===== src/hw/pcu_defs.svh =====
// pcu_defs.svh: offsets, field positions, reset values, timing figures
// assumes inclusion by bare name from the pen control unit sources
`ifndef PCU_DEFS_SVH
`define PCU_DEFS_SVH
`define PCU_A_PARAM0 8'h00
`define PCU_A_PARAM1 8'h04
`define PCU_A_CMD 8'h08
`define PCU_A_CTRL 8'h0c
`define PCU_A_ERR 8'h10
`define PCU_A_FORCES 8'h14
`define PCU_A_STATUS 8'h18
`define PCU_A_DEFAULTS 8'h1c
`define PCU_B_LIFT 0
`define PCU_B_STOW 1
`define PCU_B_DEFER 2
`define PCU_B_MERGE 3
`define PCU_CTRL_RST 4'h7
`define PCU_AUTO_MAX 16'sh000f
`define PCU_PEN_MAX 16'sh0008
`define PCU_FORCE_MAX 4'h8
`define PCU_FORCE_DRAFT 4'h1
`define PCU_FORCE_FIBER 4'h2
`define PCU_FORCE_ROLLER 4'h6
`define PCU_ERR_NONE 2'h0
`define PCU_ERR_COUNT 2'h2
`define PCU_ERR_RANGE 2'h3
`define PCU_G1 7'h0f
`define PCU_G2 7'h18
`define PCU_G3 7'h1e
`define PCU_G4 7'h24
`define PCU_G5 7'h2d
`define PCU_G6 7'h33
`define PCU_G7 7'h39
`define PCU_G8 7'h42
`define PCU_CLK_HZ 20000000
`define PCU_IDLE_LONG_S 65
`define PCU_IDLE_SHORT_S 15
`endif


===== src/hw/pcu_pkg.sv =====
// pcu_pkg: types of the pen control command unit
// assumes nothing from pcu_defs.svh: the enum encodings are written out here
package pcu_pkg;
  typedef enum logic [1:0] {
    OP_NONE = 2'h0,
    OP_AUTO = 2'h1,
    OP_FORCE = 2'h2,
    OP_CHOOSE = 2'h3
  } pcu_op_e;
  typedef enum logic [2:0] {
    CAR_NONE = 3'h0,
    CAR_PAPER = 3'h1,
    CAR_ROLLER = 3'h2,
    CAR_TRANSP = 3'h3,
    CAR_DRAFT = 3'h4
  } pcu_car_e;
  typedef enum logic [2:0] {
    IDLE_OFF = 3'b001,
    IDLE_RUN = 3'b010,
    IDLE_DONE = 3'b100
  } pcu_idle_e;
  typedef struct packed {
    logic moving;
    logic down;
    logic in_holder;
    logic manual;
    logic fetch_done;
    logic stow_fail;
    logic draw_need;
    logic fp_sel;
    logic fp_force;
    logic [3:0] value;
    logic [2:0] car;
  } pcu_pins_s;
  typedef struct packed {
    logic [2:0] cnt;
    pcu_op_e op;
  } pcu_cmd_s;
endpackage


===== src/hw/pcu_top.sv =====
// pcu_top: pen automation and pen force command unit
// assumes a host writing params then a command word over the plain port,
// and mechanism pins that are asynchronous to CLK
`timescale 1ns/1ps
`include "pcu_defs.svh"

module pcu_sync #(
  parameter int W = 1
) (
  input wire logic clk,
  input wire logic nrst,
  input wire logic [W-1:0] din,
  output logic [W-1:0] dout
);
  logic [W-1:0] meta_q;
  always_ff @(posedge clk) begin
    if (!nrst) begin
      meta_q <= '0;
      dout <= '0;
    end else begin
      meta_q <= din;
      dout <= meta_q;
    end
  end
endmodule

module pcu_top #(
  parameter logic [31:0] IDLE_LONG_CYC = 32'(`PCU_IDLE_LONG_S * `PCU_CLK_HZ),
  parameter logic [31:0] IDLE_SHORT_CYC = 32'(`PCU_IDLE_SHORT_S * `PCU_CLK_HZ)
) (
  input wire logic CLK,
  input wire logic NRST,
  input wire logic [7:0] ADDR,
  input wire logic [31:0] WDATA,
  input wire logic WR,
  input wire logic RD,
  output logic [31:0] RDATA,
  input wire logic PEN_MOVING,
  input wire logic PEN_DOWN,
  input wire logic PEN_IN_HOLDER,
  input wire logic PEN_MANUAL,
  input wire logic FETCH_DONE,
  input wire logic STOW_FAIL,
  input wire logic DRAW_NEED,
  input wire logic FP_SEL,
  input wire logic FP_FORCE,
  input wire logic [3:0] FP_VALUE,
  input wire pcu_pkg::pcu_car_e CAROUSEL,
  output logic LIFT_REQ,
  output logic STOW_REQ,
  output logic FETCH_REQ,
  output logic [3:0] FETCH_PEN,
  output logic MERGE_EN,
  output logic [3:0] FORCE_CODE,
  output logic [6:0] FORCE_GRAMS
);
  import pcu_pkg::*;

  pcu_pins_s raw;
  pcu_pins_s pins;
  pcu_pins_s prev_q;
  pcu_cmd_s cmd;
  logic [15:0] param0_q;
  logic [15:0] param1_q;
  logic [3:0] ctrl_q;
  logic [1:0] err_q;
  logic [3:0] force_q [0:7];
  pcu_car_e car_q;
  logic pend_q;
  logic [3:0] pend_pen_q;
  logic [3:0] cur_pen_q;
  logic known_q;
  pcu_idle_e st_q;
  logic [31:0] cnt_q;
  logic fire_q;
  logic [31:0] rdata_d;

  assign raw = {PEN_MOVING, PEN_DOWN, PEN_IN_HOLDER, PEN_MANUAL, FETCH_DONE,
    STOW_FAIL, DRAW_NEED, FP_SEL, FP_FORCE, FP_VALUE, CAROUSEL};

  pcu_sync #(.W($bits(pcu_pins_s))) u_sync (
    .clk(CLK),
    .nrst(NRST),
    .din(raw),
    .dout(pins)
  );

  always_ff @(posedge CLK) begin
    if (!NRST) begin
      prev_q <= '0;
    end else begin
      prev_q <= pins;
    end
  end

  // edges of synchronised strobes
  logic sel_rise;
  logic frc_rise;
  logic done_rise;
  logic man_rise;
  logic fail_rise;
  assign sel_rise = pins.fp_sel & ~prev_q.fp_sel;
  assign frc_rise = pins.fp_force & ~prev_q.fp_force;
  assign done_rise = pins.fetch_done & ~prev_q.fetch_done;
  assign man_rise = pins.manual & ~prev_q.manual;
  assign fail_rise = pins.stow_fail & ~prev_q.stow_fail;

  // command decode
  logic cmd_wr;
  logic dflt_wr;
  logic auto_go;
  logic force_go;
  logic choose_go;
  logic signed [15:0] p0;
  logic signed [15:0] p1;
  logic auto_ok;
  logic force_bad;
  logic [3:0] force_code;
  logic choose_ok;
  logic [3:0] choose_pen;
  assign cmd = pcu_cmd_s'(WDATA[4:0]);
  assign cmd_wr = WR && (ADDR == `PCU_A_CMD);
  assign dflt_wr = WR && (ADDR == `PCU_A_DEFAULTS);
  assign auto_go = cmd_wr && (cmd.op == OP_AUTO);
  assign force_go = cmd_wr && (cmd.op == OP_FORCE);
  assign choose_go = cmd_wr && (cmd.op == OP_CHOOSE);
  assign p0 = $signed(param0_q);
  assign p1 = $signed(param1_q);
  assign auto_ok = (p0 >= 16'sh0000) && (p0 <= `PCU_AUTO_MAX);
  assign force_bad = (cmd.cnt != 3'h0) && ((p0 <= 16'sh0000) ||
    ((cmd.cnt >= 3'h2) && ((p1 <= 16'sh0000) || (p1 > `PCU_PEN_MAX))));
  assign force_code = (p0 > 16'sh0008) ? `PCU_FORCE_MAX : p0[3:0];
  assign choose_ok = (cmd.cnt == 3'h0) ||
    ((p0 >= 16'sh0000) && (p0 <= `PCU_PEN_MAX));
  assign choose_pen = (cmd.cnt == 3'h0) ? 4'h0 : p0[3:0];

  function automatic logic [3:0] car_force(input pcu_car_e c);
    if (c == CAR_DRAFT) begin
      car_force = `PCU_FORCE_DRAFT;
    end else if (c == CAR_ROLLER) begin
      car_force = `PCU_FORCE_ROLLER;
    end else begin
      car_force = `PCU_FORCE_FIBER;
    end
  endfunction

  function automatic logic [6:0] grams(input logic [3:0] c);
    case (c)
      4'h1: grams = `PCU_G1;
      4'h2: grams = `PCU_G2;
      4'h3: grams = `PCU_G3;
      4'h4: grams = `PCU_G4;
      4'h5: grams = `PCU_G5;
      4'h6: grams = `PCU_G6;
      4'h7: grams = `PCU_G7;
      4'h8: grams = `PCU_G8;
      default: grams = 7'h00;
    endcase
  endfunction

  // parameter holding registers
  always_ff @(posedge CLK) begin
    if (!NRST) begin
      param0_q <= 16'h0000;
      param1_q <= 16'h0000;
    end else if (WR && (ADDR == `PCU_A_PARAM0)) begin
      param0_q <= WDATA[15:0];
    end else if (WR && (ADDR == `PCU_A_PARAM1)) begin
      param1_q <= WDATA[15:0];
    end
  end

  // automation control word
  always_ff @(posedge CLK) begin
    if (!NRST || dflt_wr) begin
      ctrl_q <= `PCU_CTRL_RST;
    end else if (auto_go) begin
      if (cmd.cnt == 3'h0) begin
        ctrl_q <= `PCU_CTRL_RST;
      end else if (auto_ok) begin
        ctrl_q <= p0[3:0];
      end
    end
  end

  // last error number
  always_ff @(posedge CLK) begin
    if (!NRST) begin
      err_q <= `PCU_ERR_NONE;
    end else if (auto_go && (cmd.cnt != 3'h0)) begin
      if (!auto_ok) begin
        err_q <= `PCU_ERR_RANGE;
      end else if (cmd.cnt > 3'h1) begin
        err_q <= `PCU_ERR_COUNT;
      end
    end else if (force_go) begin
      if (force_bad) begin
        err_q <= `PCU_ERR_RANGE;
      end else if (cmd.cnt > 3'h2) begin
        err_q <= `PCU_ERR_COUNT;
      end
    end
  end

  // per-pen force table
  always_ff @(posedge CLK) begin
    if (!NRST) begin
      car_q <= CAR_NONE;
      for (int i = 0; i < 8; i++) begin
        force_q[i] <= `PCU_FORCE_FIBER;
      end
    end else begin
      car_q <= pcu_car_e'(pins.car);
      if (dflt_wr || (force_go && (cmd.cnt == 3'h0))) begin
        for (int i = 0; i < 8; i++) begin
          force_q[i] <= car_force(car_q);
        end
      end else if (force_go && !force_bad) begin
        if (cmd.cnt >= 3'h2) begin
          force_q[3'(p1 - 16'sh0001)] <= force_code;
        end else begin
          for (int i = 0; i < 8; i++) begin
            force_q[i] <= force_code;
          end
        end
      end else if (frc_rise && (pins.value != 4'h0)) begin
        for (int i = 0; i < 8; i++) begin
          force_q[i] <= (pins.value > `PCU_FORCE_MAX) ? `PCU_FORCE_MAX : pins.value;
        end
      end
      if (car_force(pcu_car_e'(pins.car)) != car_force(car_q)) begin
        for (int i = 0; i < 8; i++) begin
          force_q[i] <= car_force(pcu_car_e'(pins.car));
        end
      end
    end
  end

  // pen selection and detection
  always_ff @(posedge CLK) begin
    if (!NRST) begin
      pend_q <= 1'b0;
      pend_pen_q <= 4'h0;
      FETCH_REQ <= 1'b0;
      FETCH_PEN <= 4'h0;
    end else begin
      FETCH_REQ <= 1'b0;
      if (sel_rise) begin
        FETCH_REQ <= 1'b1;
        FETCH_PEN <= pins.value;
        pend_q <= 1'b0;
      end else if (choose_go && choose_ok) begin
        if (ctrl_q[`PCU_B_DEFER] && (choose_pen != 4'h0)) begin
          pend_q <= 1'b1;
          pend_pen_q <= choose_pen;
        end else begin
          FETCH_REQ <= 1'b1;
          FETCH_PEN <= choose_pen;
          pend_q <= 1'b0;
        end
      end else if (pend_q && pins.draw_need) begin
        FETCH_REQ <= 1'b1;
        FETCH_PEN <= pend_pen_q;
        pend_q <= 1'b0;
      end
    end
  end

  always_ff @(posedge CLK) begin
    if (!NRST) begin
      known_q <= 1'b0;
      cur_pen_q <= 4'h0;
    end else if (done_rise) begin
      known_q <= 1'b1;
      cur_pen_q <= FETCH_PEN;
    end else if (man_rise) begin
      known_q <= 1'b0;
    end
  end

  // idle allotment timer
  logic active;
  logic [31:0] limit;
  assign active = known_q && pins.in_holder && (cur_pen_q != 4'h0) &&
    (ctrl_q[`PCU_B_LIFT] || ctrl_q[`PCU_B_STOW]);
  assign limit = ((car_q == CAR_TRANSP) || (car_q == CAR_DRAFT)) ?
    IDLE_SHORT_CYC : IDLE_LONG_CYC;

  always_ff @(posedge CLK) begin
    if (!NRST) begin
      st_q <= IDLE_OFF;
      cnt_q <= 32'h0;
      fire_q <= 1'b0;
    end else begin
      fire_q <= 1'b0;
      case (st_q)
        IDLE_OFF: begin
          cnt_q <= 32'h0;
          if (active && !pins.moving) begin
            st_q <= IDLE_RUN;
          end
        end
        IDLE_RUN: begin
          if (!active || pins.moving) begin
            st_q <= IDLE_OFF;
          end else if (cnt_q >= limit - 32'h1) begin
            st_q <= IDLE_DONE;
            fire_q <= 1'b1;
          end else begin
            cnt_q <= cnt_q + 32'h1;
          end
        end
        IDLE_DONE: begin
          if (!active || pins.moving) begin
            st_q <= IDLE_OFF;
          end
        end
        default: st_q <= IDLE_OFF;
      endcase
    end
  end

  // automatic pen actions and drawing outputs
  always_ff @(posedge CLK) begin
    if (!NRST) begin
      LIFT_REQ <= 1'b0;
      STOW_REQ <= 1'b0;
      MERGE_EN <= 1'b0;
      FORCE_CODE <= 4'h0;
      FORCE_GRAMS <= 7'h00;
    end else begin
      LIFT_REQ <= (fire_q && ctrl_q[`PCU_B_LIFT] && pins.down) ||
        (fail_rise && ctrl_q[`PCU_B_STOW] && pins.down);
      STOW_REQ <= fire_q && ctrl_q[`PCU_B_STOW];
      MERGE_EN <= ctrl_q[`PCU_B_MERGE];
      if (cur_pen_q == 4'h0) begin
        FORCE_CODE <= 4'h0;
        FORCE_GRAMS <= 7'h00;
      end else begin
        FORCE_CODE <= force_q[3'(cur_pen_q - 4'h1)];
        FORCE_GRAMS <= grams(force_q[3'(cur_pen_q - 4'h1)]);
      end
    end
  end

  // register read port
  always_comb begin
    rdata_d = 32'h0;
    if (ADDR == `PCU_A_PARAM0) begin
      rdata_d = {16'h0, param0_q};
    end else if (ADDR == `PCU_A_PARAM1) begin
      rdata_d = {16'h0, param1_q};
    end else if (ADDR == `PCU_A_CTRL) begin
      rdata_d = {28'h0, ctrl_q};
    end else if (ADDR == `PCU_A_ERR) begin
      rdata_d = {30'h0, err_q};
    end else if (ADDR == `PCU_A_FORCES) begin
      rdata_d = {force_q[7], force_q[6], force_q[5], force_q[4],
        force_q[3], force_q[2], force_q[1], force_q[0]};
    end else if (ADDR == `PCU_A_STATUS) begin
      rdata_d = {16'h0, pend_pen_q, cur_pen_q, car_q, st_q, pend_q, known_q};
    end
  end

  always_ff @(posedge CLK) begin
    if (!NRST) begin
      RDATA <= 32'h0;
    end else begin
      RDATA <= RD ? rdata_d : 32'h0;
    end
  end

  // checks
  chk_auto_default: assert property (@(posedge CLK) disable iff (!NRST)
    auto_go && cmd.cnt == 3'h0 |=> ctrl_q == `PCU_CTRL_RST)
    else $error("automation default not applied");
  chk_auto_low: assert property (@(posedge CLK) disable iff (!NRST)
    auto_go && cmd.cnt == 3'h1 && auto_ok |=> ctrl_q == $past(param0_q[3:0]))
    else $error("automation word not taken from low bits");
  chk_auto_range: assert property (@(posedge CLK) disable iff (!NRST)
    auto_go && cmd.cnt != 3'h0 && !auto_ok
    |=> ctrl_q == $past(ctrl_q) && err_q == `PCU_ERR_RANGE)
    else $error("bad automation value not dropped");
  chk_auto_extra: assert property (@(posedge CLK) disable iff (!NRST)
    auto_go && cmd.cnt > 3'h1 && auto_ok
    |=> err_q == `PCU_ERR_COUNT && ctrl_q == $past(param0_q[3:0]))
    else $error("extra automation parameter mishandled");
  chk_force_clamp: assert property (@(posedge CLK) disable iff (!NRST)
    force_go && cmd.cnt == 3'h1 && p0 > 16'sh0008 && !dflt_wr
    && car_force(pcu_car_e'(pins.car)) == car_force(car_q)
    |=> force_q[0] == `PCU_FORCE_MAX && err_q == $past(err_q))
    else $error("force not clamped");
  chk_force_bad: assert property (@(posedge CLK) disable iff (!NRST)
    force_go && force_bad |=> err_q == `PCU_ERR_RANGE)
    else $error("bad force parameter not flagged");
  chk_force_extra: assert property (@(posedge CLK) disable iff (!NRST)
    force_go && !force_bad && cmd.cnt > 3'h2 |=> err_q == `PCU_ERR_COUNT)
    else $error("extra force parameter not flagged");
  chk_defer_fetch: assert property (@(posedge CLK) disable iff (!NRST)
    choose_go && choose_ok && !sel_rise && choose_pen != 4'h0
    && ctrl_q[`PCU_B_DEFER] |=> !FETCH_REQ ##0 pend_q)
    else $error("deferred fetch issued early");
  chk_panel_fetch: assert property (@(posedge CLK) disable iff (!NRST)
    sel_rise |=> FETCH_REQ && FETCH_PEN == $past(pins.value))
    else $error("panel selection not immediate");
  chk_idle_known: assert property (@(posedge CLK) disable iff (!NRST)
    st_q == IDLE_DONE |-> $past(known_q))
    else $error("idle action on undetected pen");
  chk_merge_bit: assert property (@(posedge CLK) disable iff (!NRST)
    $changed(ctrl_q[`PCU_B_MERGE]) |=> MERGE_EN == $past(ctrl_q[`PCU_B_MERGE]))
    else $error("merge output not following bit 3");
endmodule


===== config.mk =====
export PLATFORM = sky130hd
export DESIGN_NAME = pcu_top
export DESIGN_NICKNAME = d
export VERILOG_FILES = /design/src/hw/pcu_pkg.sv /design/src/hw/pcu_top.sv
export VERILOG_INCLUDE_DIRS = /design/src /design/src/hw
export SDC_FILE = /design/constraint.sdc
export NUM_CORES = 1
export LEC_CHECK = 0
export BUFFER_PORTS_ARGS = -buffer_cell sky130_fd_sc_hd__buf_2
export CAP_MARGIN = 5
export CORE_ASPECT_RATIO = 1.4
export CORE_UTILIZATION = 50
export DETAILED_ROUTE_END_ITERATION = 10
export HOLD_SLACK_MARGIN = 0.05
export PLACE_DENSITY = 0.73
export REMOVE_ABC_BUFFERS = 1
export SLEW_MARGIN = 0
export SYNTH_ARGS = -nofsm -noshare
export SYNTH_HDL_FRONTEND = slang
export SYNTH_SLANG_ARGS = --single-unit
export TNS_END_PERCENT = 20

===== constraint.sdc =====
create_clock -name CLK -period 6.5 [get_ports CLK]
set_clock_uncertainty 0.1 [all_clocks]
set_input_delay 0.975 -clock CLK [delete_from_list [all_inputs] [get_ports CLK]]
set_output_delay 0.975 -clock CLK [all_outputs]
set_load 0.01 [all_outputs]

==> flow_summary.ini <==
[detailed_routing]
postRouteAntennaNets = 0
vias = 8360
dr.pass1.iters = 6
via_per_inst = 6.01
avgRoutedWirePerCell_um = 19.3
wirelength_um = 26900
drc = 0
drt_iter0_drc = 755

[clock_tree]
cts-resized-gates = 0
numCtsBuffers = 21
clk_latency_ns = 0.50
cts-root-buf = clkbuf_16
cts_sinks = 207
clk_pin_slew_ns = 0.06
cts_tree = yes
h-tree-depth = 1
ctsLongestPathBuffers = 3
cts_setup_buffers = 0
cts_hold_buf = 0

[place]
dp.cells = 1354
globalplace.congestion = 0.950
numPortBuffers = 94
dp_hpwl_um = 19600
pre_cts_ws_ns = 2.55

[floorplanning]
ioPinCount = 111
num_rows = 59
die_h_um = 166
dieArea_um2 = 19900
initial_utilization_pct = 51.5
core_area_um2 = 18800
die_w_um = 119

[timing]
rsz0062_at_grt = no
drv_slew = 0
relSlewSlack_pct = 17.7
hold_viol = 0
setup_violations = 0
worst_slew_pin_slew_ns = 1.23
period_share_pct = 59.6
fmax_mhz = 258
fin_crit_ns = 3.87
setup_tns_ns = 0
fin_ws_ns = 2.63

[final_layout]
layout.cells.non_filler = 1391
drive_above_1_share_pct = 15.7
fill_cells = 1698
final_common_cell = dfxtp_1
finalNetCount = 1212
layout.cells.most_common_list = dfxtp_1, nand2_1, nor2_1
antenna_cells = 0
syn_to_final_growth_pct = 14.0

[power]
ir_worst_vdd_mv = 0.196
p_per_area_nw_per_um2 = 245
leakagePower_nw = 4.25

[worst_setup_path]
worstPathRequired_ns = 6.78
path_class = reg2reg
path_max_fanout = 13
worstSetupEndpointType = flip-flop
reg2reg_slack_ns = 2.63
start_kind = flip-flop
critPathArrivalTime_ns = 4.15

[grt]
grt_pass1_wl_um = 41800
gr-usage-all-layers_pct = 26.8
overflow = 0
grt_pass1_vias = 7757
grt_antenna_before_repair = 0
grt_max_degree = 66

[logic_synthesis]
synth-edff-count = 27
synth.yosys.seq_area_share_pct = 45.7
ys_ff_latch = 207
synth_async_sr_flop_share_pct = 0
ys_types = 84
yosys_most_used_dff = dfxtp_1
synthCells = 1058
synth_area_um2 = 9660
syn_avg_cell_area_um2 = 9.13
yosys_warnings = 0

[run]
maxCapViolations = 0

[outcome]
status = finished clean

[worst_hold_path]
hp-class = reg2reg
final timing paths:
path / start / endpoint / cells past startpoint
setup / recovery: car_q[0]$_SDFF_PN0_ / cnt_q[23]$_SDFFE_PN0P_ / 13
hold / removal: u_sync.meta_q[8]$_SDFF_PN0_ / u_sync.dout[8]$_SDFF_PN0_ / 1
setup reg to reg: car_q[0]$_SDFF_PN0_ / cnt_q[23]$_SDFFE_PN0P_ / 13
hold reg to reg: u_sync.meta_q[8]$_SDFF_PN0_ / u_sync.dout[8]$_SDFF_PN0_ / 1
cell usage after synthesis (5+ instances only):
master / n / share of area, %
dfxtp_1: 180 / 37
nand2_1: 108 / 4.2
nor2_1: 96 / 3.7
a21oi_1: 87 / 4.5
and2_1: 64 / 4.1
clkbuf_1: 44 / 1.7
o21ai_0: 34 / 1.8
nand3_1: 30 / 1.6
a22oi_1: 29 / 2.3
mux2i_1: 28 / 2.9
edfxtp_1: 27 / 8.4
inv_1: 21 / 0.82
xnor2_1: 21 / 1.9
ha_1: 19 / 2.5
nor3_1: 19 / 0.98
nand4_1: 17 / 1.1
a211oi_1: 16 / 1.2
nand2b_1: 15 / 0.97
and3_1: 12 / 0.78
nor4_1: 12 / 0.78
o211ai_1: 11 / 0.86
nor2b_1: 10 / 0.65
or3_1: 10 / 0.65
mux4_2: 8 / 1.9
o21ai_1: 8 / 0.41
a31oi_1: 7 / 0.45
and4_1: 7 / 0.63
o21a_1: 7 / 0.54
a221oi_1: 6 / 0.54
a2111oi_0: 5 / 0.45
a31o_2: 5 / 0.45
o22ai_1: 5 / 0.32
or2_2: 5 / 0.32
or4_1: 5 / 0.39
critical path, stage by stage (launching register included):
cell and delay [ns]:
dfxtp_1 0.37, nor2_1 0.17, nand2_1 0.07, o21ai_0 0.08, buf_4 0.21, inv_1 0.14, ha_1 0.30, nor4bb_1 0.52
o211ai_1 0.25, or2_2 0.35, o221ai_1 0.81, nor3_1 0.13, xnor2_1 0.19, nor2_1 0.05
layer usage:
layer | global-route usage [%] | wire length [um]
met5 | 0 | 0
met4 | 13.9 | 1480
met3 | 2.98 | 1460
met2 | 47.7 | 13500
met1 | 31.2 | 10500
state kept, by name (all words and copies together) (netlist names), 5 cells and up:
name,flops
p1,16
u_sync.meta_q,16
p0,16
prev_q,5
FORCE_GRAMS,7
RDATA,32
force_q,32
u_sync.dout,16
cnt_q,32
cell type report:
class                   count  area, um^2  area share [%]
flip-flops and latches    207        4410            40.1
clock inverters             8        80.1           0.727
repair buffers            104         546            4.95
well taps                 244         305            2.77
multi-input cells         778        4950            45.0
inverters                  21        78.8           0.716
clock buffers              29         637            5.78
power by group:
part           switching [mW]  internal (mW)
Sequential             0.0185           1.32
Combinational          0.0770         0.0457
Clock                   0.507          0.730
kinds of logic after synthesis:
| logic type | after synthesis | synth area share (%) |
|---|---|---|
| mux | 38 | 5.00 |
| flops | 207 | 45.7 |
| fa+ha+maj | 19 | 2.46 |
| simple gates | 437 | 23.8 |
| xor+xnor | 24 | 2.18 |
| compound gates | 260 | 17.7 |
| buf+inv | 73 | 3.08 |
metrics by stage:
| step | instance area, um^2 | hold slack, ns | util [%] | power (mW) |
|---|---|---|---|---|
| after floorplan | 9440 | 0.308 | - | 1.43 |
| after global placement | 10300 | 0.313 | 54.9 | 1.49 |
| after detailed placement | 10300 | 0.317 | 54.9 | 1.49 |
| after CTS | 11000 | 0.332 | 58.7 | 2.72 |
| after global routing | 11000 | 0.343 | 58.7 | 2.79 |
| final | 11000 | 0.331 | 58.7 | 2.70 |
(Power assumes the default switching activity.)
